<file path="src/mcud_pkg.sv">
package mcud_pkg;
  // =====================================================
  // opcode fields
  localparam logic [3:0] NIB_BIT_CLEAR = 4'h9;
  localparam logic [3:0] NIB_BIT_SET = 4'h8;
  localparam logic [3:0] NIB_BIT_TOGGLE = 4'h7;
  localparam logic [3:0] NIB_SKIP_CLEAR = 4'hb;
  localparam logic [3:0] NIB_SKIP_SET = 4'ha;
  localparam logic [3:0] NIB_BRANCH = 4'hd;
  localparam logic [3:0] NIB_CONTROL = 4'he;
  localparam logic [3:0] NIB_FILLER = 4'hf;
  localparam logic [3:0] NIB_ZERO = 4'h0;
  localparam logic [7:0] UB_ADD = 8'h0f;
  localparam logic [7:0] UB_SUB = 8'h08;
  localparam logic [7:0] UB_AND = 8'h0b;
  localparam logic [7:0] UB_OR = 8'h09;
  localparam logic [7:0] UB_XOR = 8'h0a;
  localparam logic [7:0] UB_RET_LIT = 8'h0c;
  localparam logic [7:0] UB_BANK = 8'h01;
  localparam logic [7:0] UB_JUMP = 8'hef;
  localparam logic [7:0] UB_POINTER = 8'hee;
  localparam logic [2:0] CALL_CODE = 3'h6;
  localparam logic [15:0] W_WDT_CLEAR = 16'h0004;
  localparam logic [15:0] W_POP = 16'h0006;
  localparam logic [15:0] W_PUSH = 16'h0005;
  localparam logic [15:0] W_RESET = 16'h00ff;
  localparam logic [15:0] W_STANDBY = 16'h0003;
  localparam logic [14:0] W_IRQ_RET_HI = 15'h0008;
  localparam logic [14:0] W_RETURN_HI = 15'h0009;
  localparam logic [11:0] W_TABLE_HI = 12'h000;
  // =====================================================
  // branch condition select, bits 10:9 of the word
  localparam logic [1:0] COND_ZERO = 2'h0;
  localparam logic [1:0] COND_CARRY = 2'h1;
  localparam logic [1:0] COND_OVERFLOW = 2'h2;
  localparam logic [1:0] COND_NEGATIVE = 2'h3;
  // =====================================================
  // decoded operation classes
  typedef enum logic [4:0] {
    OP_NOP = 5'h00, OP_BIT_CLEAR = 5'h01, OP_BIT_SET = 5'h02,
    OP_BIT_TOGGLE = 5'h03, OP_SKIP_CLEAR = 5'h04, OP_SKIP_SET = 5'h05,
    OP_BRANCH_COND = 5'h06, OP_BRANCH_ALWAYS = 5'h07, OP_CALL = 5'h08,
    OP_JUMP = 5'h09, OP_WDT_CLEAR = 5'h0a, OP_POP = 5'h0b,
    OP_PUSH = 5'h0c, OP_RESET = 5'h0d, OP_IRQ_RETURN = 5'h0e,
    OP_RETURN = 5'h0f, OP_RET_LIT = 5'h10, OP_STANDBY = 5'h11,
    OP_AND = 5'h12, OP_OR = 5'h13, OP_XOR = 5'h14, OP_ADD = 5'h15,
    OP_SUB = 5'h16, OP_POINTER_LOAD = 5'h17, OP_BANK_LOAD = 5'h18,
    OP_TABLE_READ = 5'h19, OP_TABLE_WRITE = 5'h1a, OP_OTHER = 5'h1b
  } mcud_op_type;
  typedef enum logic [3:0] {
    ST_EXEC = 4'h1, ST_OPERAND = 4'h2, ST_FLUSH = 4'h4, ST_STALL = 4'h8
  } mcud_state_type;
  typedef struct packed {
    logic carry;
    logic digitCarry;
    logic zero;
    logic overflow;
    logic negative;
  } mcud_flags_type;
  typedef struct packed {
    mcud_op_type op;
    logic [2:0] bitIndex;
    logic access;
    logic [7:0] fileAddr;
    logic [7:0] literal;
    logic [10:0] offset;
    logic [19:0] target;
    logic fastSave;
    logic [1:0] pointerIndex;
    logic [11:0] pointerLiteral;
    logic tableWrite;
    logic [1:0] tableMode;
    mcud_flags_type flagMask;
  } mcud_decoded_type;
  localparam mcud_flags_type FLAGS_NONE = '{default: 1'b0};
  localparam mcud_flags_type FLAGS_ARITH = '{default: 1'b1};
  localparam mcud_flags_type FLAGS_LOGIC = '{1'b0, 1'b0, 1'b1, 1'b0, 1'b1};
endpackage

</file>
<file path="src/mcud_decoder.sv">
// Function
// - port rewrite uses pin levels, not latch
// - timer zero modify clears assigned prescaler
// - pc change or true test: two cycles, three for a true test that skips a two-word op
// - lone second word executes as no-operation
// - top nibble all ones is nop
// - bit test skip decode, skip costs cycles
// - conditional branch decode, taken costs two
// - unconditional relative branch, two cycles, flagless
// - two-word absolute call with fast save
// - two-word absolute jump, two cycles
// - watchdog clear word, updates timeout/powerdown
// - stack pop and push words, flagless
// - software reset word, one cycle
// - interrupt return pops, re-enables interrupts
// - subroutine return pops, optional fast restore
// - return with literal into working register
// - standby word, updates timeout/powerdown
// - literal and/or/xor, zero and negative
// - literal add/subtract, all arithmetic flags
// - two-word pointer literal load
// - bank literal load into low nibble
// - table read/write pointer modes, two cycles
`timescale 1ns/1ps
module mcud_decoder (
  // clock and reset
  input wire logic clock,
  input wire logic rst_b,
  // instruction word from program memory
  input wire logic instrValid,
  input wire logic [15:0] instrWord,
  output logic fetchReady,
  // datapath state seen at decode
  input wire mcud_pkg::mcud_flags_type aluFlags,
  input wire logic testedBit,
  input wire logic targetIsPort,
  input wire logic targetIsTimerZero,
  input wire logic prescalerAssigned,
  // decoded operation
  output mcud_pkg::mcud_decoded_type decoded,
  output logic opStrobe,
  output logic flushNop,
  // side effects, one-cycle pulses
  output logic usePinLevels,
  output logic prescalerClear,
  output logic watchdogClear,
  output logic standbyEnter,
  output logic timeoutPowerdownUpdate,
  output logic softReset,
  output logic stackPop,
  output logic stackPush,
  output logic irqEnableRestore,
  output logic fastRestore,
  output logic workingLoadLiteral
);

  // =====================================================
  // word fields
  wire [3:0] topNib = instrWord[15:12];
  wire [7:0] upperByte = instrWord[15:8];
  wire [7:0] lowByte = instrWord[7:0];
  wire wordTaken = instrValid && fetchReady;

  // =====================================================
  // opcode recognisers
  // control nibble splits further on bit 11 and on the whole upper byte
  wire isFiller = topNib == mcud_pkg::NIB_FILLER;
  wire isBitClr = topNib == mcud_pkg::NIB_BIT_CLEAR;
  wire isBitSet = topNib == mcud_pkg::NIB_BIT_SET;
  wire isBitTgl = topNib == mcud_pkg::NIB_BIT_TOGGLE;
  wire isSkipClr = topNib == mcud_pkg::NIB_SKIP_CLEAR;
  wire isSkipSet = topNib == mcud_pkg::NIB_SKIP_SET;
  wire isBra = topNib == mcud_pkg::NIB_BRANCH && !instrWord[11];
  wire isCtl = topNib == mcud_pkg::NIB_CONTROL;
  wire isCond = isCtl && !instrWord[11];
  wire isCall = isCtl && instrWord[11:9] == mcud_pkg::CALL_CODE;
  wire isJump = upperByte == mcud_pkg::UB_JUMP;
  wire isPtr = upperByte == mcud_pkg::UB_POINTER && instrWord[7:6] == 2'h0;
  wire isAdd = upperByte == mcud_pkg::UB_ADD;
  wire isSub = upperByte == mcud_pkg::UB_SUB;
  wire isAnd = upperByte == mcud_pkg::UB_AND;
  wire isOr = upperByte == mcud_pkg::UB_OR;
  wire isXor = upperByte == mcud_pkg::UB_XOR;
  wire isRetLit = upperByte == mcud_pkg::UB_RET_LIT;
  wire isBank = upperByte == mcud_pkg::UB_BANK && instrWord[7:4] == 4'h0;
  wire isWdt = instrWord == mcud_pkg::W_WDT_CLEAR;
  wire isPop = instrWord == mcud_pkg::W_POP;
  wire isPush = instrWord == mcud_pkg::W_PUSH;
  wire isReset = instrWord == mcud_pkg::W_RESET;
  wire isStandby = instrWord == mcud_pkg::W_STANDBY;
  wire isIrqRet = instrWord[15:1] == mcud_pkg::W_IRQ_RET_HI;
  wire isReturn = instrWord[15:1] == mcud_pkg::W_RETURN_HI;
  wire isTable = instrWord[15:4] == mcud_pkg::W_TABLE_HI && instrWord[3];
  wire isNopWord = instrWord == 16'h0000;

  // =====================================================
  // condition evaluation
  // branch sense: bit 8 set means branch on flag clear
  wire condFlag = instrWord[10:9] == mcud_pkg::COND_ZERO ? aluFlags.zero
                : instrWord[10:9] == mcud_pkg::COND_CARRY ? aluFlags.carry
                : instrWord[10:9] == mcud_pkg::COND_OVERFLOW ? aluFlags.overflow
                : aluFlags.negative;
  wire branchTaken = isCond && (condFlag != instrWord[8]);
  wire skipTaken = (isSkipClr && !testedBit) || (isSkipSet && testedBit);
  // a skip drops the next word; a skipped two-word first word leaves its
  // filler second word, which decodes as a nop, giving the third cycle
  wire bitModify = isBitClr || isBitSet || isBitTgl;
  wire twoWordFirst = isCall || isJump || isPtr;
  wire pcChange = isBra || branchTaken || skipTaken || isIrqRet
                || isReturn || isRetLit;

  // =====================================================
  // operation class, filler nibble checked first
  wire mcud_pkg::mcud_op_type wordOp =
      isFiller ? mcud_pkg::OP_NOP
    : isBitClr ? mcud_pkg::OP_BIT_CLEAR
    : isBitSet ? mcud_pkg::OP_BIT_SET
    : isBitTgl ? mcud_pkg::OP_BIT_TOGGLE
    : isSkipClr ? mcud_pkg::OP_SKIP_CLEAR
    : isSkipSet ? mcud_pkg::OP_SKIP_SET
    : isBra ? mcud_pkg::OP_BRANCH_ALWAYS
    : isCond ? mcud_pkg::OP_BRANCH_COND
    : isCall ? mcud_pkg::OP_CALL
    : isJump ? mcud_pkg::OP_JUMP
    : isPtr ? mcud_pkg::OP_POINTER_LOAD
    : isAdd ? mcud_pkg::OP_ADD
    : isSub ? mcud_pkg::OP_SUB
    : isAnd ? mcud_pkg::OP_AND
    : isOr ? mcud_pkg::OP_OR
    : isXor ? mcud_pkg::OP_XOR
    : isRetLit ? mcud_pkg::OP_RET_LIT
    : isBank ? mcud_pkg::OP_BANK_LOAD
    : isWdt ? mcud_pkg::OP_WDT_CLEAR
    : isPop ? mcud_pkg::OP_POP
    : isPush ? mcud_pkg::OP_PUSH
    : isReset ? mcud_pkg::OP_RESET
    : isStandby ? mcud_pkg::OP_STANDBY
    : isIrqRet ? mcud_pkg::OP_IRQ_RETURN
    : isReturn ? mcud_pkg::OP_RETURN
    : isTable && instrWord[2] ? mcud_pkg::OP_TABLE_WRITE
    : isTable ? mcud_pkg::OP_TABLE_READ
    : isNopWord ? mcud_pkg::OP_NOP
    : mcud_pkg::OP_OTHER;

  // flags that the op may update; everything else leaves status alone
  wire mcud_pkg::mcud_flags_type wordMask =
      (isAdd || isSub) ? mcud_pkg::FLAGS_ARITH
    : (isAnd || isOr || isXor) ? mcud_pkg::FLAGS_LOGIC
    : mcud_pkg::FLAGS_NONE;

  // =====================================================
  // field extraction for a first or single word
  mcud_pkg::mcud_decoded_type wordFields;
  always_comb begin
    wordFields = '0;
    wordFields.op = wordOp;
    wordFields.bitIndex = instrWord[11:9];
    wordFields.access = instrWord[8];
    wordFields.fileAddr = lowByte;
    wordFields.literal = isBank ? {4'h0, instrWord[3:0]} : lowByte;
    wordFields.offset = isBra ? instrWord[10:0]
                      : {{3{instrWord[7]}}, lowByte};
    wordFields.target = {12'h000, lowByte};
    wordFields.fastSave = isCall ? instrWord[8] : instrWord[0];
    wordFields.pointerIndex = instrWord[5:4];
    wordFields.pointerLiteral = {instrWord[3:0], 8'h00};
    wordFields.tableWrite = instrWord[2];
    wordFields.tableMode = instrWord[1:0];
    wordFields.flagMask = wordMask;
  end

  // =====================================================
  // pending first word, completed by the operand word
  mcud_pkg::mcud_decoded_type pending;
  mcud_pkg::mcud_decoded_type merged;
  // operand word fills the upper target bits or the low literal byte
  always_comb begin
    merged = pending;
    merged.target = {instrWord[11:0], pending.target[7:0]};
    merged.pointerLiteral = {pending.pointerLiteral[11:8], lowByte};
  end

  // =====================================================
  // sequencing
  mcud_pkg::mcud_state_type state;
  mcud_pkg::mcud_state_type next_state;
  // operand wait, flush slot and table stall each cover one word slot
  always_comb begin
    next_state = state;
    case (state)
      mcud_pkg::ST_EXEC: begin
        if (wordTaken && twoWordFirst) begin
          next_state = mcud_pkg::ST_OPERAND;
        end else if (wordTaken && pcChange) begin
          next_state = mcud_pkg::ST_FLUSH;
        end else if (wordTaken && isTable) begin
          next_state = mcud_pkg::ST_STALL;
        end
      end
      mcud_pkg::ST_OPERAND: begin
        if (wordTaken) begin
          next_state = mcud_pkg::ST_EXEC;
        end
      end
      mcud_pkg::ST_FLUSH: begin
        if (wordTaken) begin
          next_state = mcud_pkg::ST_EXEC;
        end
      end
      mcud_pkg::ST_STALL: begin
        // fetchReady is low here, so no word can slip in
        next_state = mcud_pkg::ST_EXEC;
      end
      default: begin
        next_state = mcud_pkg::ST_EXEC;
      end
    endcase
  end

  // =====================================================
  // next values of the outputs
  // split the accepted word by state; a flushed word starts no side effect
  wire inExec = wordTaken && state == mcud_pkg::ST_EXEC;
  wire inOperand = wordTaken && state == mcud_pkg::ST_OPERAND;
  wire inFlush = wordTaken && state == mcud_pkg::ST_FLUSH;
  wire next_opStrobe = (inExec && !twoWordFirst) || inOperand;
  wire next_fetchReady = next_state != mcud_pkg::ST_STALL;
  wire next_usePinLevels = inExec && bitModify && targetIsPort;
  wire next_prescalerClear = inExec && bitModify && targetIsTimerZero
                           && prescalerAssigned;
  wire next_watchdogClear = inExec && isWdt;
  wire next_standbyEnter = inExec && isStandby;
  wire next_softReset = inExec && isReset;
  wire next_stackPop = inExec && (isPop || isIrqRet || isReturn || isRetLit);
  wire next_stackPush = inExec && isPush;
  wire next_irqEnableRestore = inExec && isIrqRet;
  wire next_fastRestore = inExec && (isIrqRet || isReturn) && instrWord[0];
  wire next_workingLoad = inExec && isRetLit;
  // a lone filler or a flushed word still reports as a plain nop
  wire mcud_pkg::mcud_decoded_type next_decoded =
      inOperand ? merged : inExec ? wordFields : '0;

  // =====================================================
  // state and pending word registers
  // pending loads only in exec, so an operand word never overwrites it
  always_ff @(posedge clock or negedge rst_b) begin
    if (!rst_b) begin
      state <= mcud_pkg::ST_EXEC;
      pending <= '0;
    end else begin
      state <= next_state;
      pending <= (inExec && twoWordFirst) ? wordFields : pending;
    end
  end

  // =====================================================
  // output registers for decoded, opStrobe, flushNop and fetchReady; the side-effect pulses come from the block below
  always_ff @(posedge clock or negedge rst_b) begin
    if (!rst_b) begin
      decoded <= '0;
      opStrobe <= 1'b0;
      flushNop <= 1'b0;
      fetchReady <= 1'b1;
    end else begin
      decoded <= next_decoded;
      opStrobe <= next_opStrobe;
      flushNop <= inFlush || state == mcud_pkg::ST_STALL;
      fetchReady <= next_fetchReady;
    end
  end

  // side-effect pulses, one cycle after the word is taken
  always_ff @(posedge clock or negedge rst_b) begin
    if (!rst_b) begin
      usePinLevels <= 1'b0;
      prescalerClear <= 1'b0;
      watchdogClear <= 1'b0;
      standbyEnter <= 1'b0;
      timeoutPowerdownUpdate <= 1'b0;
      softReset <= 1'b0;
      stackPop <= 1'b0;
      stackPush <= 1'b0;
      irqEnableRestore <= 1'b0;
      fastRestore <= 1'b0;
      workingLoadLiteral <= 1'b0;
    end else begin
      usePinLevels <= next_usePinLevels;
      prescalerClear <= next_prescalerClear;
      watchdogClear <= next_watchdogClear;
      standbyEnter <= next_standbyEnter;
      timeoutPowerdownUpdate <= next_watchdogClear || next_standbyEnter;
      softReset <= next_softReset;
      stackPop <= next_stackPop;
      stackPush <= next_stackPush;
      irqEnableRestore <= next_irqEnableRestore;
      fastRestore <= next_fastRestore;
      workingLoadLiteral <= next_workingLoad;
    end
  end

endmodule

</file>
<file path="config.mk">
export PLATFORM = sky130hd
export DESIGN_NAME = mcud_decoder
export DESIGN_NICKNAME = d
export VERILOG_FILES = /design/src/mcud_pkg.sv /design/src/mcud_decoder.sv
export SDC_FILE = /design/constraint.sdc
export NUM_CORES = 1
export LEC_CHECK = 0
export BUFFER_PORTS_ARGS = -buffer_cell sky130_fd_sc_hd__buf_2
export CORE_UTILIZATION = 40
export DETAILED_ROUTE_END_ITERATION = 7
export GPL_ROUTABILITY_DRIVEN = 0
export PLACE_DENSITY = 0.75
export REMOVE_ABC_BUFFERS = 1
export SYNTH_ARGS = -nofsm -noshare
export SYNTH_HDL_FRONTEND = slang
export SYNTH_SLANG_ARGS = --single-unit
</file>
<file path="constraint.sdc">
create_clock -name clock -period 5.4 [get_ports clock]
set_input_delay 0.81 -clock clock [delete_from_list [all_inputs] [get_ports clock]]
set_output_delay 0.81 -clock clock [all_outputs]
set_load 0.02 [all_outputs]
</file>
== Word-level counts from Yosys, hierarchy flattened ==
Index checks and enable logic that the tools add are counted.

* Reductions and logical operators: 61
* Equality and inequality tests: 33
* Multiplexer cells: 43

{| class="wikitable"
|+ Operators by type and width
! cell !! count
|-
| $mux W79 || 2
|-
| $mux W5 || 29
|-
| $eq A16 B3 Y1 const B || 3
|-
| $eq A8 B4 Y1 const B || 6
|-
| $eq A4 B4 Y1 const B || 8
|-
| $logic_and A1 B1 Y1 || 32
|-
| $eq A15 B4 Y1 const B || 2
|-
| $logic_or A1 B1 Y1 || 20
|-
| $eq A16 B2 Y1 const B || 1
|-
| $eq A16 B8 Y1 const B || 1
|-
| $eq A8 B8 Y1 const B || 2
|-
| $logic_not A16 Y1 || 1
|-
| $mux W4 || 4
|-
| $logic_not A12 Y1 || 1
|-
| $mux W11 || 1
|-
| $eq A4 B3 Y1 const B || 2
|-
| $eq A8 B1 Y1 const B || 1
|-
| $mux W8 || 1
|-
| $pmux W4 S2 || 1
|-
| $eq A4 B1 Y1 const B || 1
|-
| $eq A4 B2 Y1 const B || 1
|-
| $logic_not A2 Y1 || 2
|-
| $logic_not A4 Y1 || 1
|-
| $mux W1 || 4
|-
| other kinds (8) || 10
|}

* Bits in registers: 148
* Bits of input ports: 28
* Output and inout bits: 93

== Logic depth before layout (Yosys ltp) ==
* Depth in word-level cells: 31
* Mapped depth: 9
* Mapped depth without buffers: 5

== Worst setup path before layout ==
Ideal clock, no wire load.

* Kind: input -> register
* Start: input instrWord[6]
* End: register decoded[78] (netlist name)
* Stages on the path: 7
* Arrival: 2207 ps
* Path slack: 3072 ps
* Path through: clkbuf_1 > or4_4 > buf_6 > or2_4 > a21oi_2 > nor3_1 > a22o_1

{| class="wikitable"
|+ RTL lines
! item !! line !! source
|-
| from (decl) || mcud_decoder.sv:31 || <nowiki>input wire logic [15:0] instrWord,</nowiki>
|-
| to (signal assigned) || mcud_decoder.sv:265 || <nowiki>decoded <= next_decoded;</nowiki>
|-
| to (decl) || mcud_decoder.sv:40 || <nowiki>output mcud_pkg::mcud_decoded_type decoded,</nowiki>
|}

== Worst setup path after layout ==
* Start: register state[0]
* End: register pending (netlist bit merged[4])

* Word-level cells in the longest chain between the ends: 3

{| class="wikitable"
|+ Ends and longest elaborated chain
! item !! line !! source
|-
| from (decl) || mcud_decoder.sv:185 || <nowiki>mcud_pkg::mcud_state_type state;</nowiki>
|-
| from (signal assigned) || mcud_decoder.sv:248 || <nowiki>state <= mcud_pkg::ST_EXEC;</nowiki>
|-
| from (signal assigned) || mcud_decoder.sv:251 || <nowiki>state <= next_state;</nowiki>
|-
| $eq A4 B1 Y1 || mcud_decoder.sv:223 || <nowiki>wire inExec = wordTaken && state == mcud_pkg::ST_EXEC;</nowiki>
|-
| $logic_and A1 B1 Y1 || mcud_decoder.sv:223 ||
|-
| $logic_and A1 B1 Y1 || mcud_decoder.sv:252 || <nowiki>pending <= (inExec && twoWordFirst) ? wordFields : pending;</nowiki>
|-
| to (signal assigned) || mcud_decoder.sv:252 ||
|-
| to (decl) || mcud_decoder.sv:174 || <nowiki>mcud_pkg::mcud_decoded_type pending;</nowiki>
|}

Every way passes these cells.
A chain may end at the register's enable or synchronous reset.

==> flow_summary.json <==
{
  "setup-tns-final_ns": 0,
  "die-area_sq_mm": 0.0106,
  "ant_nets": 0,
  "status": "finished, final reports clean",
  "met1_usage_pct": 23.1,
  "finalClockSkew_ns": 0.00744,
  "drv_cap": 0,
  "relSlewSlack_pct": 16.6,
  "path_max_fanout": 24,
  "grt_pass1_vias": 2869,
  "place_area_sq_mm": 0.00440,
  "slowest_stage": "and3_1",
  "hold_viol": 0,
  "num_io_pins": 121,
  "grt_overflow": 0,
  "synth-edff-count": 0,
  "avgViaCountPerCell": 5.22,
  "fillerInstances": 943,
  "cts_buffer_depth": 2,
  "synth-compound-area-share_pct": 13.3,
  "cts_hold_buf": 0,
  "yosysTopAreaCellShare_pct": 50.4,
  "synth_area_sq_mm": 0.00407,
  "crit_path_end_kind": "flip-flop",
  "synth.distinct_cells": 61,
  "total_leakage_power_nw": 2.38,
  "dp_hpwl_microns": 6050,
  "clk-insertion-delay-late_ns": 0.35,
  "synth_area_per_cell_sq_um": 9.93,
  "grtUsageMet2_pct": 26.9,
  "ir_drop_mv": 0.119,
  "top_register": "decoded",
  "critPathLaunchType": "flip-flop",
  "grt_busiest_layer": "met2",
  "drt_wl_total_microns": 8720,
  "synth_top_family_by_area": "simple AND/OR/NAND/NOR gates",
  "drive_gt1_share_pct": 31.9,
  "combPwrFrac_pct": 13.4,
  "numCtsBuffers": 9,
  "muxShareOfSynthArea_pct": 1.05,
  "start_util_pct": 41.5,
  "htreeDepth": 3,
  "powerDensity_mw_per_mm2": 298,
  "first_pass_iters": 5,
  "cts_root_buf": "clkbuf_8",
  "synth_top_area_cell": "dfrtp_1",
  "clk_pin_slew_ns": 0.09,
  "netlist_top_cells_count": "dfrtp_1 (82), nand2_1 (57), buf_4 (40)",
  "register_area_sq_mm": 0.00210,
  "path_cells": "nor2b_1 > and3_1 > nand2_1 > and2_1",
  "largest_reg_flops": 39,
  "internal_power_mw": 1.01,
  "holdCritPathClass": "reg2reg",
  "grt_first_pass_wirelength_microns": 13700,
  "synth_xor_area_share_pct": 0.646,
  "p_switching_uw": 367,
  "die_x_microns": 103,
  "via_count": 3168,
  "critical_path_arrival_ns": 3.12,
  "critPathKind": "reg2reg",
  "grt_usage_pct": 17.1,
  "multiInputGateArea_sq_mm": 0.00151,
  "yosys.cell_count.top_type": "dfrtp_1",
  "yosysWarnings": 0,
  "synthCells": 410,
  "seqPwrFrac_pct": 50.1,
  "drv_slew": 0,
  "switching_share_pct": 26.7,
  "max_stage_delay_ns": 0.81,
  "nets": 497,
  "fin_area_sq_mm": 0.00462,
  "cts.sinks": 84,
  "ys_seq_elements": 84,
  "synth_fa_ha_area_share_pct": 0.246,
  "setup_violations": 0,
  "period_minus_slack_ns": 2.88,
  "wl_per_cell_microns": 14.4,
  "clock.fmax_mhz": 347,
  "io_buffers": 119,
  "yosys.area_share.simple_pct": 21.6,
  "critPathRequiredTime_ns": 5.64,
  "core-area_sq_mm": 0.00982,
  "syn_to_final_growth_pct": 13.6,
  "synthTopCellsByArea": "dfrtp_1 (50%), buf_4 (7.4%), nand2_1 (5.3%)",
  "synth.yosys.seq_area_share_pct": 51.7,
  "tightest_slew_ns": 1.24,
  "fin_crit_sh_pct": 53.3,
  "gr-usage-met3_pct": 4.00,
  "antenna_found_initial": 0,
  "pwr-share-clk_pct": 36.5,
  "cts_resized": 0,
  "dr.first_iter.drc_count": 292,
  "antenna_cells": 0,
  "num_rows": 36,
  "postCtsSetupRepairBufs": 0,
  "cts_tree": "done",
  "synth_top_flop_cell": "dfrtp_1",
  "fp.dieH_microns": 103,
  "drcViolationCount": 0,
  "grt_max_degree": 85,
  "grt_setup_unrepaired": "no",
  "async_flop_share_pct": 100
}
-- layout make-up --
type,instances,area share (%)
flip-flops and latches,84,45.5
clock inverters,5,1.79
inverters,5,0.406
clock buffers,11,3.06
repair buffers,120,13.1
well taps,133,3.60
multi-input cells,249,32.5
-- critical path: cells and delay by family, from the launching register on --
family           cells  cell delay (ns)
and+or+nand+nor      4             2.19
DFF                  1             0.59
-- power groups by stage --
stage	clock, mW	sequential [mW]	combinational, mW
CTS	0.511	0.690	0.186
detailed placement	0	0.702	0.186
global placement	0	0.700	0.182
global route	0.534	0.695	0.207
finish	0.502	0.689	0.185
floorplan	0	0.736	0.0649
-- placed cells by master (no fill, tap or decap), drive strengths merged, types with 2 or more instances in the layout --
master  count
a21boi      3
a21o        4
a21oi       7
a22o       17
a31oi       5
a32oi       2
and2       18
and3        4
buf       120
bufinv      2
clkbuf     11
dfrtp      82
dfstp       2
inv         7
mux2i       2
nand2      57
nand2b      3
nand3       9
nand3b      2
nand4       4
nor2       20
nor2b       8
nor3       13
nor4        8
o211ai      3
o21a        6
o21ai      18
o21bai      2
o31ai       4
or2         5
or3         4
or3b        2
or4         3
or4bb       2
xor2        2
-- stage by stage --
stage	hold slack, ns	instances	power [mW]	utilization (%)	setup WS, ns
4_1_cts	0.480	607	1.39	47.1	2.49
5_1_grt	0.506	607	1.44	47.1	2.23
3_3_place_gp	0.450	591	0.881	44.8	2.21
6_report	0.477	607	1.38	47.1	2.52
3_5_place_dp	0.457	591	0.887	44.8	2.10
2_1_floorplan	0.435	338	0.801	-	2.14
-- per-layer routing --
| layer | part of all wire, % | vias to the layer above |
|---|---|---|
| li1 | - | 1486 |
| met1 | 45 | 1510 |
| met2 | 46 | 151 |
| met3 | 8.1 | 21 |
| met4 | 1.7 | 0 |
| met5 | 0 | - |
-- worst paths after layout --
kind                                         from                endpoint  slack (ns)  cells after the start
max                            state[0]$_DFF_PN1_   merged[4]$_DFFE_PN0P_        2.52                      4
min                        merged[73]$_DFFE_PN0P_  merged[73]$_DFFE_PN0P_        0.48                      1
max reg2reg                    state[0]$_DFF_PN1_   merged[4]$_DFFE_PN0P_        2.52                      4
min reg2reg                merged[73]$_DFFE_PN0P_  merged[73]$_DFFE_PN0P_        0.48                      1
max in group asynchronous                   rst_b  merged[78]$_DFFE_PN0P_        4.11                      1
min in group asynchronous                   rst_b   decoded[61]$_DFF_PN0_        0.62                      1
-- kinds of logic (layout without fill, tap and decap cells) --
logic type                 Yosys count  count (layout)
muxes                                3               3
AOI/OAI and AO/OA                   76              76
DFF                                 84              84
adders and majority gates            1               1
xor gates and xnor gates             3               3
buffers and inverters               77             141
and+or+nand+nor                    166             166
Note: power is estimated with default switching activity, not from simulation.
